==> src/design/pin_event_detect.sv <==
// Shared constants and types, plus the edge detector for user pin 1
`timescale 1ns/1ps
package pin_mux_pkg;
  // Register offsets (byte addresses)
  localparam logic [7:0] ADDR_USER_ENABLE  = 8'h00;
  localparam logic [7:0] ADDR_USER_DATA    = 8'h04;
  localparam logic [7:0] ADDR_FUNCTION_B   = 8'h08;
  localparam logic [7:0] ADDR_FUNCTION_C   = 8'h0c;
  localparam logic [7:0] ADDR_MEM_IF_PIN   = 8'h10;
  localparam logic [7:0] ADDR_CONFIG_A     = 8'h14;
  localparam logic [7:0] ADDR_INT_STATUS   = 8'h18;
  localparam logic [7:0] ADDR_TX_CONTROL   = 8'h1c;
  // Field positions
  localparam int BIT_USER0      = 0;
  localparam int BIT_USER1      = 1;
  localparam int BIT_USER4      = 4;
  localparam int BIT_USER7      = 7;
  localparam int BIT_SC_FUNC    = 0;
  localparam int BIT_U7_FUNC    = 7;
  localparam int BIT_SC_DATA    = 0;
  localparam int BIT_CTS_EN     = 0;
  localparam int BIT_EDGE_LO    = 3;
  localparam int BIT_EDGE_HI    = 4;
  localparam int BIT_U1_FLAG    = 3;
  localparam int BIT_TX_START   = 0;
  localparam logic [7:0] USER_BIT_MASK = 8'h93;
  // Pin slots in the pin vectors
  localparam int PIN_USER0 = 0;
  localparam int PIN_USER1 = 1;
  localparam int PIN_USER4 = 2;
  localparam int PIN_USER7 = 3;
  localparam int PIN_SC    = 4;
  localparam int PIN_COUNT = 5;
  // Plug and Play interrupt codes
  localparam logic [3:0] IRQ_SEL_12     = 4'hc;
  localparam logic [3:0] IRQ_SEL_11     = 4'hb;
  localparam logic [1:0] IRQ_TYPE_TOTEM = 2'h2;
  localparam logic [1:0] IRQ_TYPE_OPEN  = 2'h1;
  // Reset values
  localparam logic [7:0] RESET_BYTE = 8'h00;
  localparam logic [1:0] RESET_EDGE = 2'h0;

  typedef enum logic [1:0] {EDGE_OFF, EDGE_RISE, EDGE_FALL, EDGE_BOTH} edge_sel_e;

  typedef struct packed {
    logic [PIN_COUNT-1:0] level;
    logic [PIN_COUNT-1:0] enableN;
  } pin_drive_s;

  typedef struct packed {
    logic [7:0] addr;
    logic [7:0] wdata;
    logic       wr;
    logic       rd;
  } reg_req_s;

  typedef struct packed {
    logic [3:0] select;
    logic [1:0] kind;
  } pnp_irq_s;

  typedef struct packed {
    logic pcmciaMode;
    logic strapTaken;
    logic [7:0] userEnable;
    logic [7:0] userData;
    logic scFunction;
    logic scData;
    logic u7Function;
    logic ctsEnable;
    logic txStart;
    logic [1:0] edgeSel;
    logic u1Flag;
    logic wakePrev;
    logic [7:0] rdData;
    pin_drive_s drive;
    logic txGo;
    logic ecInt;
  } top_state_s;

  typedef struct packed {
    logic prev;
  } edge_state_s;
endpackage

module pin_event_detect (
  // Clock and reset
  input  wire logic                  ref_clk,
  input  wire logic                  reset_n,
  // Sampled pin and mode
  input  wire logic                  level,
  input  wire pin_mux_pkg::edge_sel_e edgeSel,
  // Qualifying edge, one cycle
  output logic                       hit
);
  pin_mux_pkg::edge_state_s state;
  pin_mux_pkg::edge_state_s next_state;

  always_comb begin
    next_state.prev = level;
  end

  always_ff @(posedge ref_clk or negedge reset_n) begin
    if (!reset_n) begin
      state <= '0;
    end else begin
      state <= next_state;
    end
  end

  always_comb begin
    unique case (edgeSel)
      pin_mux_pkg::EDGE_OFF:  hit = 1'b0;
      pin_mux_pkg::EDGE_RISE: hit = level & ~state.prev;
      pin_mux_pkg::EDGE_FALL: hit = ~level & state.prev;
      pin_mux_pkg::EDGE_BOTH: hit = level ^ state.prev;
    endcase
  end
endmodule

==> src/design/multifunction_pin_control.sv <==
// Role selection, drive and readback for five shared pins
//
// Summary of operation
// - ISA: pin4 is LA17 input; else enable/data
// - Data bit 4 reads live pin4 level
// - Status-change: BALE input in ISA, output otherwise
// - Function 1, data 0: status-change masked
// - Wakeup clear resets status-change data bit
// - Function 0: pin is inverse of data
// - Status-change data reads inverse pin level
// - ISA: pin0 is refresh input; else enable/data
// - Data bit 0 reads live pin0 level
// - ISA select C drives IRQ12, totem or open-drain
// - Data bit 1 reads live pin1 level
// - CTS gate ANDs pin1 with transmit start
// - Edge select sets pin1 interrupt flag
// - Pin7: function input, IRQ11, or enable/data
// - Data bit 7 reads live pin7 level
// - Input releases, totem drives, open-drain pulls low
//
// Local design decisions: the address-and-strobe port and the placing of the registers.
`timescale 1ns/1ps
module multifunction_pin_control (
  // Clock and reset
  input  wire logic                    ref_clk,
  input  wire logic                    reset_n,
  // Bus-select strap, high selects PCMCIA
  input  wire logic                    busSelectStrap,
  // Register port
  input  wire pin_mux_pkg::reg_req_s   regReq,
  output logic [7:0]                   regRdata,
  // Plug and Play interrupt routing and requests
  input  wire pin_mux_pkg::pnp_irq_s   pnpIrq,
  input  wire logic                    irq12Request,
  input  wire logic                    irq11Request,
  // Card wakeup status bit
  input  wire logic                    cardWakeup,
  // Shared pins
  input  wire logic [4:0]              pinIn,
  output pin_mux_pkg::pin_drive_s      pinDrive,
  // Transmit start and controller interrupt
  output logic                         transmitGo,
  output logic                         externalControllerInterrupt
);
  pin_mux_pkg::top_state_s state;
  pin_mux_pkg::top_state_s next_state;
  logic                    u1Hit;
  logic [7:0]              liveUserBits;
  logic                    wrHit [8];

  pin_event_detect edge_unit (
    .ref_clk (ref_clk),
    .reset_n (reset_n),
    .level   (pinIn[pin_mux_pkg::PIN_USER1]),
    .edgeSel (pin_mux_pkg::edge_sel_e'(state.edgeSel)),
    .hit     (u1Hit)
  );

  always_comb begin
    liveUserBits = 8'h00;
    liveUserBits[pin_mux_pkg::BIT_USER0] = pinIn[pin_mux_pkg::PIN_USER0];
    liveUserBits[pin_mux_pkg::BIT_USER1] = pinIn[pin_mux_pkg::PIN_USER1];
    liveUserBits[pin_mux_pkg::BIT_USER4] = pinIn[pin_mux_pkg::PIN_USER4];
    liveUserBits[pin_mux_pkg::BIT_USER7] = pinIn[pin_mux_pkg::PIN_USER7];
  end

  always_comb begin
    wrHit[0] = regReq.wr && regReq.addr == pin_mux_pkg::ADDR_USER_ENABLE;
    wrHit[1] = regReq.wr && regReq.addr == pin_mux_pkg::ADDR_USER_DATA;
    wrHit[2] = regReq.wr && regReq.addr == pin_mux_pkg::ADDR_FUNCTION_B;
    wrHit[3] = regReq.wr && regReq.addr == pin_mux_pkg::ADDR_FUNCTION_C;
    wrHit[4] = regReq.wr && regReq.addr == pin_mux_pkg::ADDR_MEM_IF_PIN;
    wrHit[5] = regReq.wr && regReq.addr == pin_mux_pkg::ADDR_CONFIG_A;
    wrHit[6] = regReq.wr && regReq.addr == pin_mux_pkg::ADDR_INT_STATUS;
    wrHit[7] = regReq.wr && regReq.addr == pin_mux_pkg::ADDR_TX_CONTROL;
  end

  always_comb begin
    next_state = state;
    // Strap is caught on the first edge after reset release
    if (!state.strapTaken) begin
      next_state.pcmciaMode = busSelectStrap;
      next_state.strapTaken = 1'b1;
    end
    // Register writes
    if (wrHit[0]) begin
      next_state.userEnable = regReq.wdata & pin_mux_pkg::USER_BIT_MASK;
    end
    if (wrHit[1]) begin
      next_state.userData = regReq.wdata & pin_mux_pkg::USER_BIT_MASK;
    end
    if (wrHit[2]) begin
      next_state.scFunction = regReq.wdata[pin_mux_pkg::BIT_SC_FUNC];
    end
    if (wrHit[3]) begin
      next_state.u7Function = regReq.wdata[pin_mux_pkg::BIT_U7_FUNC];
    end
    if (wrHit[5]) begin
      next_state.ctsEnable = regReq.wdata[pin_mux_pkg::BIT_CTS_EN];
      next_state.edgeSel   = regReq.wdata[pin_mux_pkg::BIT_EDGE_HI:pin_mux_pkg::BIT_EDGE_LO];
    end
    if (wrHit[7]) begin
      next_state.txStart = regReq.wdata[pin_mux_pkg::BIT_TX_START];
    end
    // Wakeup falling clears the unmask bit; a same-cycle write still lands
    next_state.wakePrev = cardWakeup;
    if (state.wakePrev && !cardWakeup) begin
      next_state.scData = 1'b0;
    end
    if (wrHit[4]) begin
      next_state.scData = regReq.wdata[pin_mux_pkg::BIT_SC_DATA];
    end
    // Interrupt flag: write 1 clears, a new edge wins over the clear
    if (wrHit[6] && regReq.wdata[pin_mux_pkg::BIT_U1_FLAG]) begin
      next_state.u1Flag = 1'b0;
    end
    if (u1Hit) begin
      next_state.u1Flag = 1'b1;
    end
    next_state.ecInt = next_state.u1Flag;
    // Transmit start gating
    if (state.ctsEnable) begin
      next_state.txGo = pinIn[pin_mux_pkg::PIN_USER1] & state.txStart;
    end else begin
      next_state.txGo = state.txStart;
    end
    // Read data, one cycle after the strobe
    next_state.rdData = 8'h00;
    if (regReq.rd) begin
      unique case (regReq.addr)
        pin_mux_pkg::ADDR_USER_ENABLE: next_state.rdData = state.userEnable;
        pin_mux_pkg::ADDR_USER_DATA:   next_state.rdData = liveUserBits;
        pin_mux_pkg::ADDR_FUNCTION_B:
          next_state.rdData[pin_mux_pkg::BIT_SC_FUNC] = state.scFunction;
        pin_mux_pkg::ADDR_FUNCTION_C:
          next_state.rdData[pin_mux_pkg::BIT_U7_FUNC] = state.u7Function;
        pin_mux_pkg::ADDR_MEM_IF_PIN:
          next_state.rdData[pin_mux_pkg::BIT_SC_DATA] = ~pinIn[pin_mux_pkg::PIN_SC];
        pin_mux_pkg::ADDR_CONFIG_A: begin
          next_state.rdData[pin_mux_pkg::BIT_CTS_EN] = state.ctsEnable;
          next_state.rdData[pin_mux_pkg::BIT_EDGE_HI:pin_mux_pkg::BIT_EDGE_LO] = state.edgeSel;
        end
        pin_mux_pkg::ADDR_INT_STATUS:
          next_state.rdData[pin_mux_pkg::BIT_U1_FLAG] = state.u1Flag;
        pin_mux_pkg::ADDR_TX_CONTROL:
          next_state.rdData[pin_mux_pkg::BIT_TX_START] = state.txStart;
        default: next_state.rdData = 8'h00;
      endcase
    end
    // Pin roles; enableN low means driving, high means released
    next_state.drive.level   = '0;
    next_state.drive.enableN = '1;
    if (state.pcmciaMode && state.userEnable[pin_mux_pkg::BIT_USER0]) begin
      next_state.drive.enableN[pin_mux_pkg::PIN_USER0] = 1'b0;
      next_state.drive.level[pin_mux_pkg::PIN_USER0] = state.userData[pin_mux_pkg::BIT_USER0];
    end
    if (state.pcmciaMode && state.userEnable[pin_mux_pkg::BIT_USER4]) begin
      next_state.drive.enableN[pin_mux_pkg::PIN_USER4] = 1'b0;
      next_state.drive.level[pin_mux_pkg::PIN_USER4] = state.userData[pin_mux_pkg::BIT_USER4];
    end
    if (!state.pcmciaMode && pnpIrq.select == pin_mux_pkg::IRQ_SEL_12
        && pnpIrq.kind == pin_mux_pkg::IRQ_TYPE_TOTEM) begin
      next_state.drive.enableN[pin_mux_pkg::PIN_USER1] = 1'b0;
      next_state.drive.level[pin_mux_pkg::PIN_USER1] = irq12Request;
    end else if (!state.pcmciaMode && pnpIrq.select == pin_mux_pkg::IRQ_SEL_12
                 && pnpIrq.kind == pin_mux_pkg::IRQ_TYPE_OPEN) begin
      next_state.drive.enableN[pin_mux_pkg::PIN_USER1] = ~irq12Request;
    end else if (state.userEnable[pin_mux_pkg::BIT_USER1]) begin
      next_state.drive.enableN[pin_mux_pkg::PIN_USER1] = 1'b0;
      next_state.drive.level[pin_mux_pkg::PIN_USER1] = state.userData[pin_mux_pkg::BIT_USER1];
    end
    if (state.u7Function) begin
      next_state.drive.enableN[pin_mux_pkg::PIN_USER7] = 1'b1;
    end else if (!state.pcmciaMode) begin
      if (pnpIrq.select == pin_mux_pkg::IRQ_SEL_11
          && pnpIrq.kind == pin_mux_pkg::IRQ_TYPE_TOTEM) begin
        next_state.drive.enableN[pin_mux_pkg::PIN_USER7] = 1'b0;
        next_state.drive.level[pin_mux_pkg::PIN_USER7] = irq11Request;
      end else if (pnpIrq.select == pin_mux_pkg::IRQ_SEL_11
                   && pnpIrq.kind == pin_mux_pkg::IRQ_TYPE_OPEN) begin
        next_state.drive.enableN[pin_mux_pkg::PIN_USER7] = ~irq11Request;
      end
    end else if (state.userEnable[pin_mux_pkg::BIT_USER7]) begin
      next_state.drive.enableN[pin_mux_pkg::PIN_USER7] = 1'b0;
      next_state.drive.level[pin_mux_pkg::PIN_USER7] = state.userData[pin_mux_pkg::BIT_USER7];
    end
    // Status-change pin is active low
    if (state.pcmciaMode) begin
      next_state.drive.enableN[pin_mux_pkg::PIN_SC] = 1'b0;
      if (state.scFunction) begin
        next_state.drive.level[pin_mux_pkg::PIN_SC] = ~(state.scData & cardWakeup);
      end else begin
        next_state.drive.level[pin_mux_pkg::PIN_SC] = ~state.scData;
      end
    end
  end

  always_ff @(posedge ref_clk or negedge reset_n) begin
    if (!reset_n) begin
      state               <= '0;
      state.userEnable    <= pin_mux_pkg::RESET_BYTE;
      state.userData      <= pin_mux_pkg::RESET_BYTE;
      state.edgeSel       <= pin_mux_pkg::RESET_EDGE;
      state.drive.enableN <= '1;
    end else begin
      state <= next_state;
    end
  end

  always_comb begin
    regRdata                    = state.rdData;
    pinDrive                    = state.drive;
    transmitGo                  = state.txGo;
    externalControllerInterrupt = state.ecInt;
  end

  a_sc_read_inverse: assert property (@(posedge ref_clk) disable iff (!reset_n)
    regReq.rd && regReq.addr == pin_mux_pkg::ADDR_MEM_IF_PIN
    |=> regRdata[0] == ~$past(pinIn[pin_mux_pkg::PIN_SC]))
    else $error("status-change data read is not the inverse pin level");

  a_user_read_live: assert property (@(posedge ref_clk) disable iff (!reset_n)
    regReq.rd && regReq.addr == pin_mux_pkg::ADDR_USER_DATA
    |=> regRdata[0] == $past(pinIn[0]) && regRdata[1] == $past(pinIn[1])
        && regRdata[4] == $past(pinIn[2]) && regRdata[7] == $past(pinIn[3]))
    else $error("user data read is not the live pin level");

  a_user0_drive: assert property (@(posedge ref_clk) disable iff (!reset_n)
    state.strapTaken && state.pcmciaMode && state.userEnable[0]
    |=> !pinDrive.enableN[0] && pinDrive.level[0] == $past(state.userData[0]))
    else $error("user pin 0 not driven from its data bit");

  a_isa_user4_input: assert property (@(posedge ref_clk) disable iff (!reset_n)
    state.strapTaken && !state.pcmciaMode |=> pinDrive.enableN[2])
    else $error("user pin 4 driven in ISA mode");

  a_sc_masked: assert property (@(posedge ref_clk) disable iff (!reset_n)
    state.pcmciaMode && state.scFunction && !state.scData
    |=> !pinDrive.enableN[4] && pinDrive.level[4])
    else $error("status-change pin asserted while masked");

  a_sc_wake_clear: assert property (@(posedge ref_clk) disable iff (!reset_n)
    $fell(cardWakeup) && !(regReq.wr && regReq.addr == pin_mux_pkg::ADDR_MEM_IF_PIN)
    |=> !state.scData)
    else $error("unmask bit survived wakeup clear");

  a_tx_gate: assert property (@(posedge ref_clk) disable iff (!reset_n)
    state.ctsEnable |=> transmitGo == $past(pinIn[1] & state.txStart))
    else $error("transmit start not gated by pin 1");

  a_edge_flag_set: assert property (@(posedge ref_clk) disable iff (!reset_n)
    state.edgeSel == 2'h1 && $rose(pinIn[1]) |=> externalControllerInterrupt)
    else $error("rising edge did not raise the pin 1 flag");

  a_edge_disabled: assert property (@(posedge ref_clk) disable iff (!reset_n)
    state.edgeSel == 2'h0 && !state.u1Flag |=> !state.u1Flag)
    else $error("pin 1 flag set while edge detect disabled");

  a_user7_fn_input: assert property (@(posedge ref_clk) disable iff (!reset_n)
    state.u7Function |=> pinDrive.enableN[3])
    else $error("user pin 7 driven while its function bit is set");

  a_irq12_open_drain: assert property (@(posedge ref_clk) disable iff (!reset_n)
    !state.pcmciaMode && pnpIrq.select == 4'hc && pnpIrq.kind == 2'h1
    |=> pinDrive.level[1] == 1'b0 && pinDrive.enableN[1] == ~$past(irq12Request))
    else $error("IRQ12 open-drain drive wrong");

  a_isa_sc_input: assert property (@(posedge ref_clk) disable iff (!reset_n)
    state.strapTaken && !state.pcmciaMode |=> pinDrive.enableN[4])
    else $error("status-change pin driven in ISA mode");

  a_sc_drive_inverse: assert property (@(posedge ref_clk) disable iff (!reset_n)
    state.pcmciaMode && !state.scFunction
    |=> !pinDrive.enableN[4] && pinDrive.level[4] == !$past(state.scData))
    else $error("status-change pin is not the inverse data bit");

  a_isa_user0_input: assert property (@(posedge ref_clk) disable iff (!reset_n)
    state.strapTaken && !state.pcmciaMode |=> pinDrive.enableN[0])
    else $error("user pin 0 driven in ISA mode");

  a_user4_drive: assert property (@(posedge ref_clk) disable iff (!reset_n)
    state.pcmciaMode && state.userEnable[4]
    |=> !pinDrive.enableN[2] && pinDrive.level[2] == $past(state.userData[4]))
    else $error("user pin 4 not driven from its data bit");

  a_irq12_totem: assert property (@(posedge ref_clk) disable iff (!reset_n)
    !state.pcmciaMode && pnpIrq.select == pin_mux_pkg::IRQ_SEL_12
    && pnpIrq.kind == pin_mux_pkg::IRQ_TYPE_TOTEM
    |=> !pinDrive.enableN[1] && pinDrive.level[1] == $past(irq12Request))
    else $error("IRQ12 totem-pole drive wrong");

  a_irq11_totem: assert property (@(posedge ref_clk) disable iff (!reset_n)
    !state.u7Function && !state.pcmciaMode && pnpIrq.select == pin_mux_pkg::IRQ_SEL_11
    && pnpIrq.kind == pin_mux_pkg::IRQ_TYPE_TOTEM
    |=> !pinDrive.enableN[3] && pinDrive.level[3] == $past(irq11Request))
    else $error("IRQ11 totem-pole drive wrong");

  a_irq11_open_drain: assert property (@(posedge ref_clk) disable iff (!reset_n)
    !state.u7Function && !state.pcmciaMode && pnpIrq.select == pin_mux_pkg::IRQ_SEL_11
    && pnpIrq.kind == pin_mux_pkg::IRQ_TYPE_OPEN
    |=> pinDrive.level[3] == 1'b0 && pinDrive.enableN[3] == ~$past(irq11Request))
    else $error("IRQ11 open-drain drive wrong");

  a_tx_ungated: assert property (@(posedge ref_clk) disable iff (!reset_n)
    !state.ctsEnable |=> transmitGo == $past(state.txStart))
    else $error("transmit start does not follow its bit");

  a_edge_fall_set: assert property (@(posedge ref_clk) disable iff (!reset_n)
    state.edgeSel == 2'h2 && $fell(pinIn[1]) |=> externalControllerInterrupt)
    else $error("falling edge did not raise the pin 1 flag");
endmodule

==> config.mk <==
export PLATFORM = sky130hd
export DESIGN_NAME = multifunction_pin_control
export DESIGN_NICKNAME = d
export VERILOG_FILES = /design/src/design/pin_event_detect.sv /design/src/design/multifunction_pin_control.sv
export SDC_FILE = /design/constraint.sdc
export NUM_CORES = 1
export LEC_CHECK = 0
export ABC_AREA = 0
export BUFFER_PORTS_ARGS = -buffer_cell sky130_fd_sc_hd__clkbuf_2
export CAP_MARGIN = 20
export CORE_ASPECT_RATIO = 0.7
export CORE_UTILIZATION = 50
export DETAILED_ROUTE_END_ITERATION = 6
export PLACE_DENSITY = 0.81
export SKIP_LAST_GASP = 1
export SYNTH_ARGS = -nofsm -noshare
export SYNTH_HDL_FRONTEND = slang
export SYNTH_SLANG_ARGS = --single-unit
==> constraint.sdc <==
create_clock -name ref_clk -period 1.7 [get_ports ref_clk]
set_input_delay 0.34 -clock ref_clk [delete_from_list [all_inputs] [get_ports ref_clk]]
set_output_delay 0.34 -clock ref_clk [all_outputs]
set_load 0.1 [all_outputs]
# ---- Yosys cells after proc, flatten, opt, wreduce, memory -nomap -nowiden
# Cells that the tools add are included.
dict set report classes {
  n_eq_ne 14
  n_mux 34
  reduce_logical 23
  bitwise_logic 12
}
# op count
set op_table {}
lappend op_table {{== test 8 x 5 -> 1 bit (second input constant)} 4}
lappend op_table {{2-to-1 mux 1 bit} 27}
lappend op_table {{logical AND 1 bit} 17}
lappend op_table {{== test 8 x 4 -> 1 bit (second input constant)} 2}
lappend op_table {{== test 4 bit (second input constant)} 2}
lappend op_table {{== test 8 x 3 -> 1 bit (second input constant)} 1}
lappend op_table {{logical NOT 8 bit} 1}
lappend op_table {{2-to-1 mux 8 bit} 1}
lappend op_table {{NOT 1 bit} 7}
lappend op_table {{== test 2 bit (second input constant)} 3}
lappend op_table {{one-hot mux 1 bit (3 select lines)} 2}
lappend op_table {{one-hot mux 1 bit (6 select lines)} 1}
lappend op_table {{AND 1 bit} 4}
lappend op_table {{== test 2 x 1 -> 1 bit (second input constant)} 2}
lappend op_table {{one-hot mux 1 bit (2 select lines)} 2}
lappend op_table {{one-hot mux 1 bit (4 select lines)} 1}
lappend op_table {{nonzero test 2 bit} 2}
lappend op_table {{logical NOT 1 bit} 2}
lappend op_table {{logical NOT 2 bit} 1}
lappend op_table {{bitwise XOR 1 bit} 1}
dict set report word_totals {
  regBits 39
  output_inout_bits 20
}

# ---- Logic depth before layout (Yosys ltp)
dict set report depth {
  word_depth 6
  depth_mapped 5
  mapped_depth_nobuf 5
}

# ---- By module
# Synthesis repeated with hierarchy kept, for this count alone.
dict set report unflattened {
  hier_cells 158
  area_unflattened_um2 1864.3
}
# module area_each_um2 n_inst cells_per_inst
set modules_own_cells {}
lappend modules_own_cells {multifunction_pin_control 1780.5 1 148}
lappend modules_own_cells {pin_event_detect 83.8 1 10}

# ---- Worst setup path after synthesis
# Ideal clock, no wire load.
dict set report synth_path {
  path_kind {input -> register}
  start {in regReq[15] (netlist bit)}
  end {reg state[29] (netlist bit)}
  arrival_time_ps 1367
  path_buffers 0
  setup_time_ps 125
  path_slack_ps 208
  path_stages 3
  cell_sequence {nor4b_4 > and4b_2 > mux2_2}
}
dict set report synth_via {
  elab_chain_len 2
}
# item line
set synth_lines {}
lappend synth_lines {{from (decl)} multifunction_pin_control.sv:30} ;# input wire pin_mux_pkg::reg_req_s regReq,
lappend synth_lines {{== test 8 x 3 -> 1 bit} multifunction_pin_control.sv:69} ;# wrHit[1] = regReq.wr && regReq.addr == pin_mux_pkg::ADDR_USER_DATA;
lappend synth_lines {{logical AND 1 bit} multifunction_pin_control.sv:69}
lappend synth_lines {{to (signal assigned)} multifunction_pin_control.sv:206} ;# state <= next_state;
lappend synth_lines {{to (decl)} multifunction_pin_control.sv:45} ;# pin_mux_pkg::top_state_s state;
# No other way between the ends.
# A chain may end at the register's enable or synchronous reset.

# ---- Worst setup path in the final report
dict set report layout_path {
  start {reg state (netlist bit pinDrive[3])}
  end {out pinDrive[3] (netlist bit)}
}
# item line
set layout_rtl {}
lappend layout_rtl {{to (decl)} multifunction_pin_control.sv:40} ;# output pin_mux_pkg::pin_drive_s pinDrive,
# No word-level cell between the ends.

==> impl_metrics.env <==
export IMPL_status="finished, final reports clean"
export IMPL_path_clk_slew_ps=80
export IMPL_yosys_area_top_type="dfrtp_1"
export IMPL_dp_cells=235
export IMPL_mappedNetlistArea_sq_um=1780
export IMPL_min_path_type="in2async"
export IMPL_initial_utilization_pct=54.4
export IMPL_cts_setup_buffers=0
export IMPL_clock_path_buffers=2
export IMPL_holdBufCountCts=0
export IMPL_fin_crit_ps=1610
export IMPL_antenna_found_initial=0
export IMPL_root_buffer="clkbuf_8"
export IMPL_utilization_pct=64.1
export IMPL_placementRows=17
export IMPL_crit_path_end_kind="output pin"
export IMPL_die_area_sq_um=3810
export IMPL_netlist_area_leader_share_pct=43.5
export IMPL_io_pins=55
export IMPL_ys_seq_area_share_pct=50.9
export IMPL_dr_pass1_iters=4
export IMPL_startpoint_type="flop"
export IMPL_clock_skew_ps=7.91
export IMPL_cts_resized_gates=0
export IMPL_clkPwrFrac_pct=36.5
export IMPL_ys_ff_latch=36
export IMPL_drcViolationCount=0
export IMPL_place_port_buffers=48
export IMPL_fin_setup_tns_ps=0
export IMPL_switching_power_uw=633
export IMPL_cts_tree="done"
export IMPL_crit_type="reg2out"
export IMPL_vdd_drop_max_uv=765
export IMPL_cts_buffers=5
export IMPL_cts_sinks=36
export IMPL_p_seq_share_pct=44.7
export IMPL_h_tree_depth=2
export IMPL_met2_usage_pct=32.1
export IMPL_grt_pass1_wl_microns=5590
export IMPL_coreArea_sq_um=3280
export IMPL_drv_cap=0
export IMPL_insertedDiodeCount=0
export IMPL_grt_pass1_vias=1223
export IMPL_p_leak_nw=1.04
export IMPL_ant_nets=0
export IMPL_grt_use_met1_pct=27.0
export IMPL_p_int_mw=1.44
export IMPL_drt_iter0_markers=114
export IMPL_drive_gt1_share_pct=45.4
export IMPL_place_hpwl_microns=2720
export IMPL_slowest_stage="dfstp_2"
export IMPL_synthDistinctLibCells=44
export IMPL_met3_usage_pct=8.33
export IMPL_comb_power_share_pct=18.8
export IMPL_place_gp_congestion=0.866
export IMPL_power_density_nw_per_um2=988
export IMPL_switching_share_pct=30.5
export IMPL_cp_cell_sequence="clkbuf_2"
export IMPL_tightest_slew_ps=545
export IMPL_yosys_warnings=0
export IMPL_die_w_microns=73.4
export IMPL_path_buf_inv=1
export IMPL_fmax_ghz=0.621
export IMPL_vias=1298
export IMPL_rsz0062_at_grt="no"
export IMPL_totalWireLength_microns=3660
export IMPL_syn_to_final_growth_pct=17.8
export IMPL_stdcell_count=243
export IMPL_grt_overflow_total=0
export IMPL_arrival_ps=1270
export IMPL_synth_area_per_cell_sq_um=11.6
export IMPL_die_height_microns=52.0
export IMPL_setup_violations=0
export IMPL_clock_latency_ps=300
export IMPL_finalMaxSlewViolations=0
export IMPL_viasPerCell=5.34
export IMPL_cp_required_ps=1360
export IMPL_critical_path_top_delay_family="flip-flops"
export IMPL_path_max_fanout=1
export IMPL_fin_crit_sh_pct=94.7
export IMPL_power_mw=2.08
export IMPL_grt_busiest_layer="met2"
export IMPL_grt_max_degree=37
export IMPL_netlist_top_cells_area="dfrtp_1 44%, mux2_2 11%, buf_4 7.6%, dfstp_2 7.4%, nand2_1 1.9%"
export IMPL_slowest_delay_ps=520
export IMPL_track_usage_pct=21.0
export IMPL_relSlewSlack_pct=63.8
export IMPL_routedWlPerCell_microns=15.0
export IMPL_nets=232
export IMPL_hold_viol=0
export IMPL_synthCells=154
==> per-layer routing <==
layer	vias to the layer above	part of all wire, %	wire, microns
met2	51	50	1830
met3	7	6.0	220
met4	0	1.4	53
li1	612	-	-
met5	-	0	0
met1	628	43	1560
==> final cells by class <==
cell class              instances  area [sq um]
fillers                       273          1180
repair buffers                 53           288
multi-input cells              92           708
inverters                       7          26.3
well taps                      47          58.8
clock buffers                   5          68.8
clock inverters                 3          42.5
flip-flops and latches         36           907
==> cell usage in the layout (no fill, tap or decap), types with 3 or more instances in the layout <==
cell,n
nand4_1,4
a21oi_1,3
buf_4,9
nor2_1,5
nand2_1,9
dfstp_2,5
clkbuf_8,5
conb_1,4
clkbuf_2,44
mux2_2,18
nand3b_1,4
dfrtp_1,31
nand2b_1,4
inv_1,7
==> cells in the mapped netlist (all sizes together) <==
| cell type | count |
|---|---|
| dfrtp | 31 |
| buf | 20 |
| mux2 | 18 |
| nand2 | 9 |
| inv | 7 |
| dfstp | 5 |
| nor2 | 5 |
| nand2b | 4 |
| nand3b | 4 |
| nand4 | 4 |
| a21oi | 3 |
| nor4b | 3 |
| a211oi | 2 |
| a22oi | 2 |
| and2 | 2 |
| and3 | 2 |
| and4b | 2 |
| conb | 2 |
| ha | 2 |
| mux2i | 2 |
| nand3 | 2 |
| nor3 | 2 |
| o2bb2ai | 2 |
| or3b | 2 |
| a2111oi | 1 |
| a21boi | 1 |
| a21o | 1 |
| a221o | 1 |
| a2bb2oi | 1 |
| a41oi | 1 |
| clkbuf | 1 |
| nand4b | 1 |
| nor2b | 1 |
| nor3b | 1 |
| nor4 | 1 |
| o21ai | 1 |
| o21bai | 1 |
| o32ai | 1 |
| o41ai | 1 |
| or2 | 1 |
| or4 | 1 |
==> flip-flops by register name, indices dropped and copies added (netlist names) <==
register	count
transmitGo	1
pinDrive	10
regRdata	5
state	18
externalControllerInterrupt	1
edge_unit.state	1
==> kinds of logic after synthesis <==
kind of cell               share of synthesized area (%)
AOI/OAI and AO/OA                                   8.07
adders and majority gates                           1.40
buffers and inverters                               9.82
DFF                                                 50.9
muxes                                               12.5
other                                              0.421
and+or+nand+nor                                     16.9
==> worst register-to-register path: cells and delay by family, from the launching register on <==
family	cells	cell delay (ps)
AND/OR/NAND/NOR	2	760
flip-flops	1	380
AO/OA/AOI/OAI	1	170
==> power groups by stage <==
stage	Clock [mW]	Combinational, mW	Sequential [mW]
6_report	0.758	0.389	0.928
5_1_grt	0.804	0.411	0.934
4_1_cts	0.765	0.390	0.929
3_5_place_dp	0	0.388	0.945
3_3_place_gp	0	0.377	0.943
2_1_floorplan	0	0.206	1.02
==> final timing paths <==
path / start / endpoint / slack (ps) / depth (start not counted)
max in group asynchronous: reset_n / pinDrive[1] / 1300 / 2
max: pinDrive[3] / pinDrive[3] / 90 / 1
min: reset_n / state[26] / 60 / 2
min in group ref_clk: cardWakeup / state[20] / 160 / 1
min reg2reg: state[37] / pinDrive[0] / 440 / 1
max reg2reg: state[46] / pinDrive[8] / 330 / 3
==> through the flow <==
stage | instance area (sq um) | hold slack (ps) | setup slack [ps]
after floorplan | 1790 | 44.4 | 208
after global placement | 1990 | 386 | 42.1
after detailed placement | 1990 | 394 | 17.9
after CTS | 2100 | 74.4 | 86.6
after global routing | 2100 | 101 | 62.2
final | 2100 | 60.4 | 90.7
(Power assumes the default switching activity.)
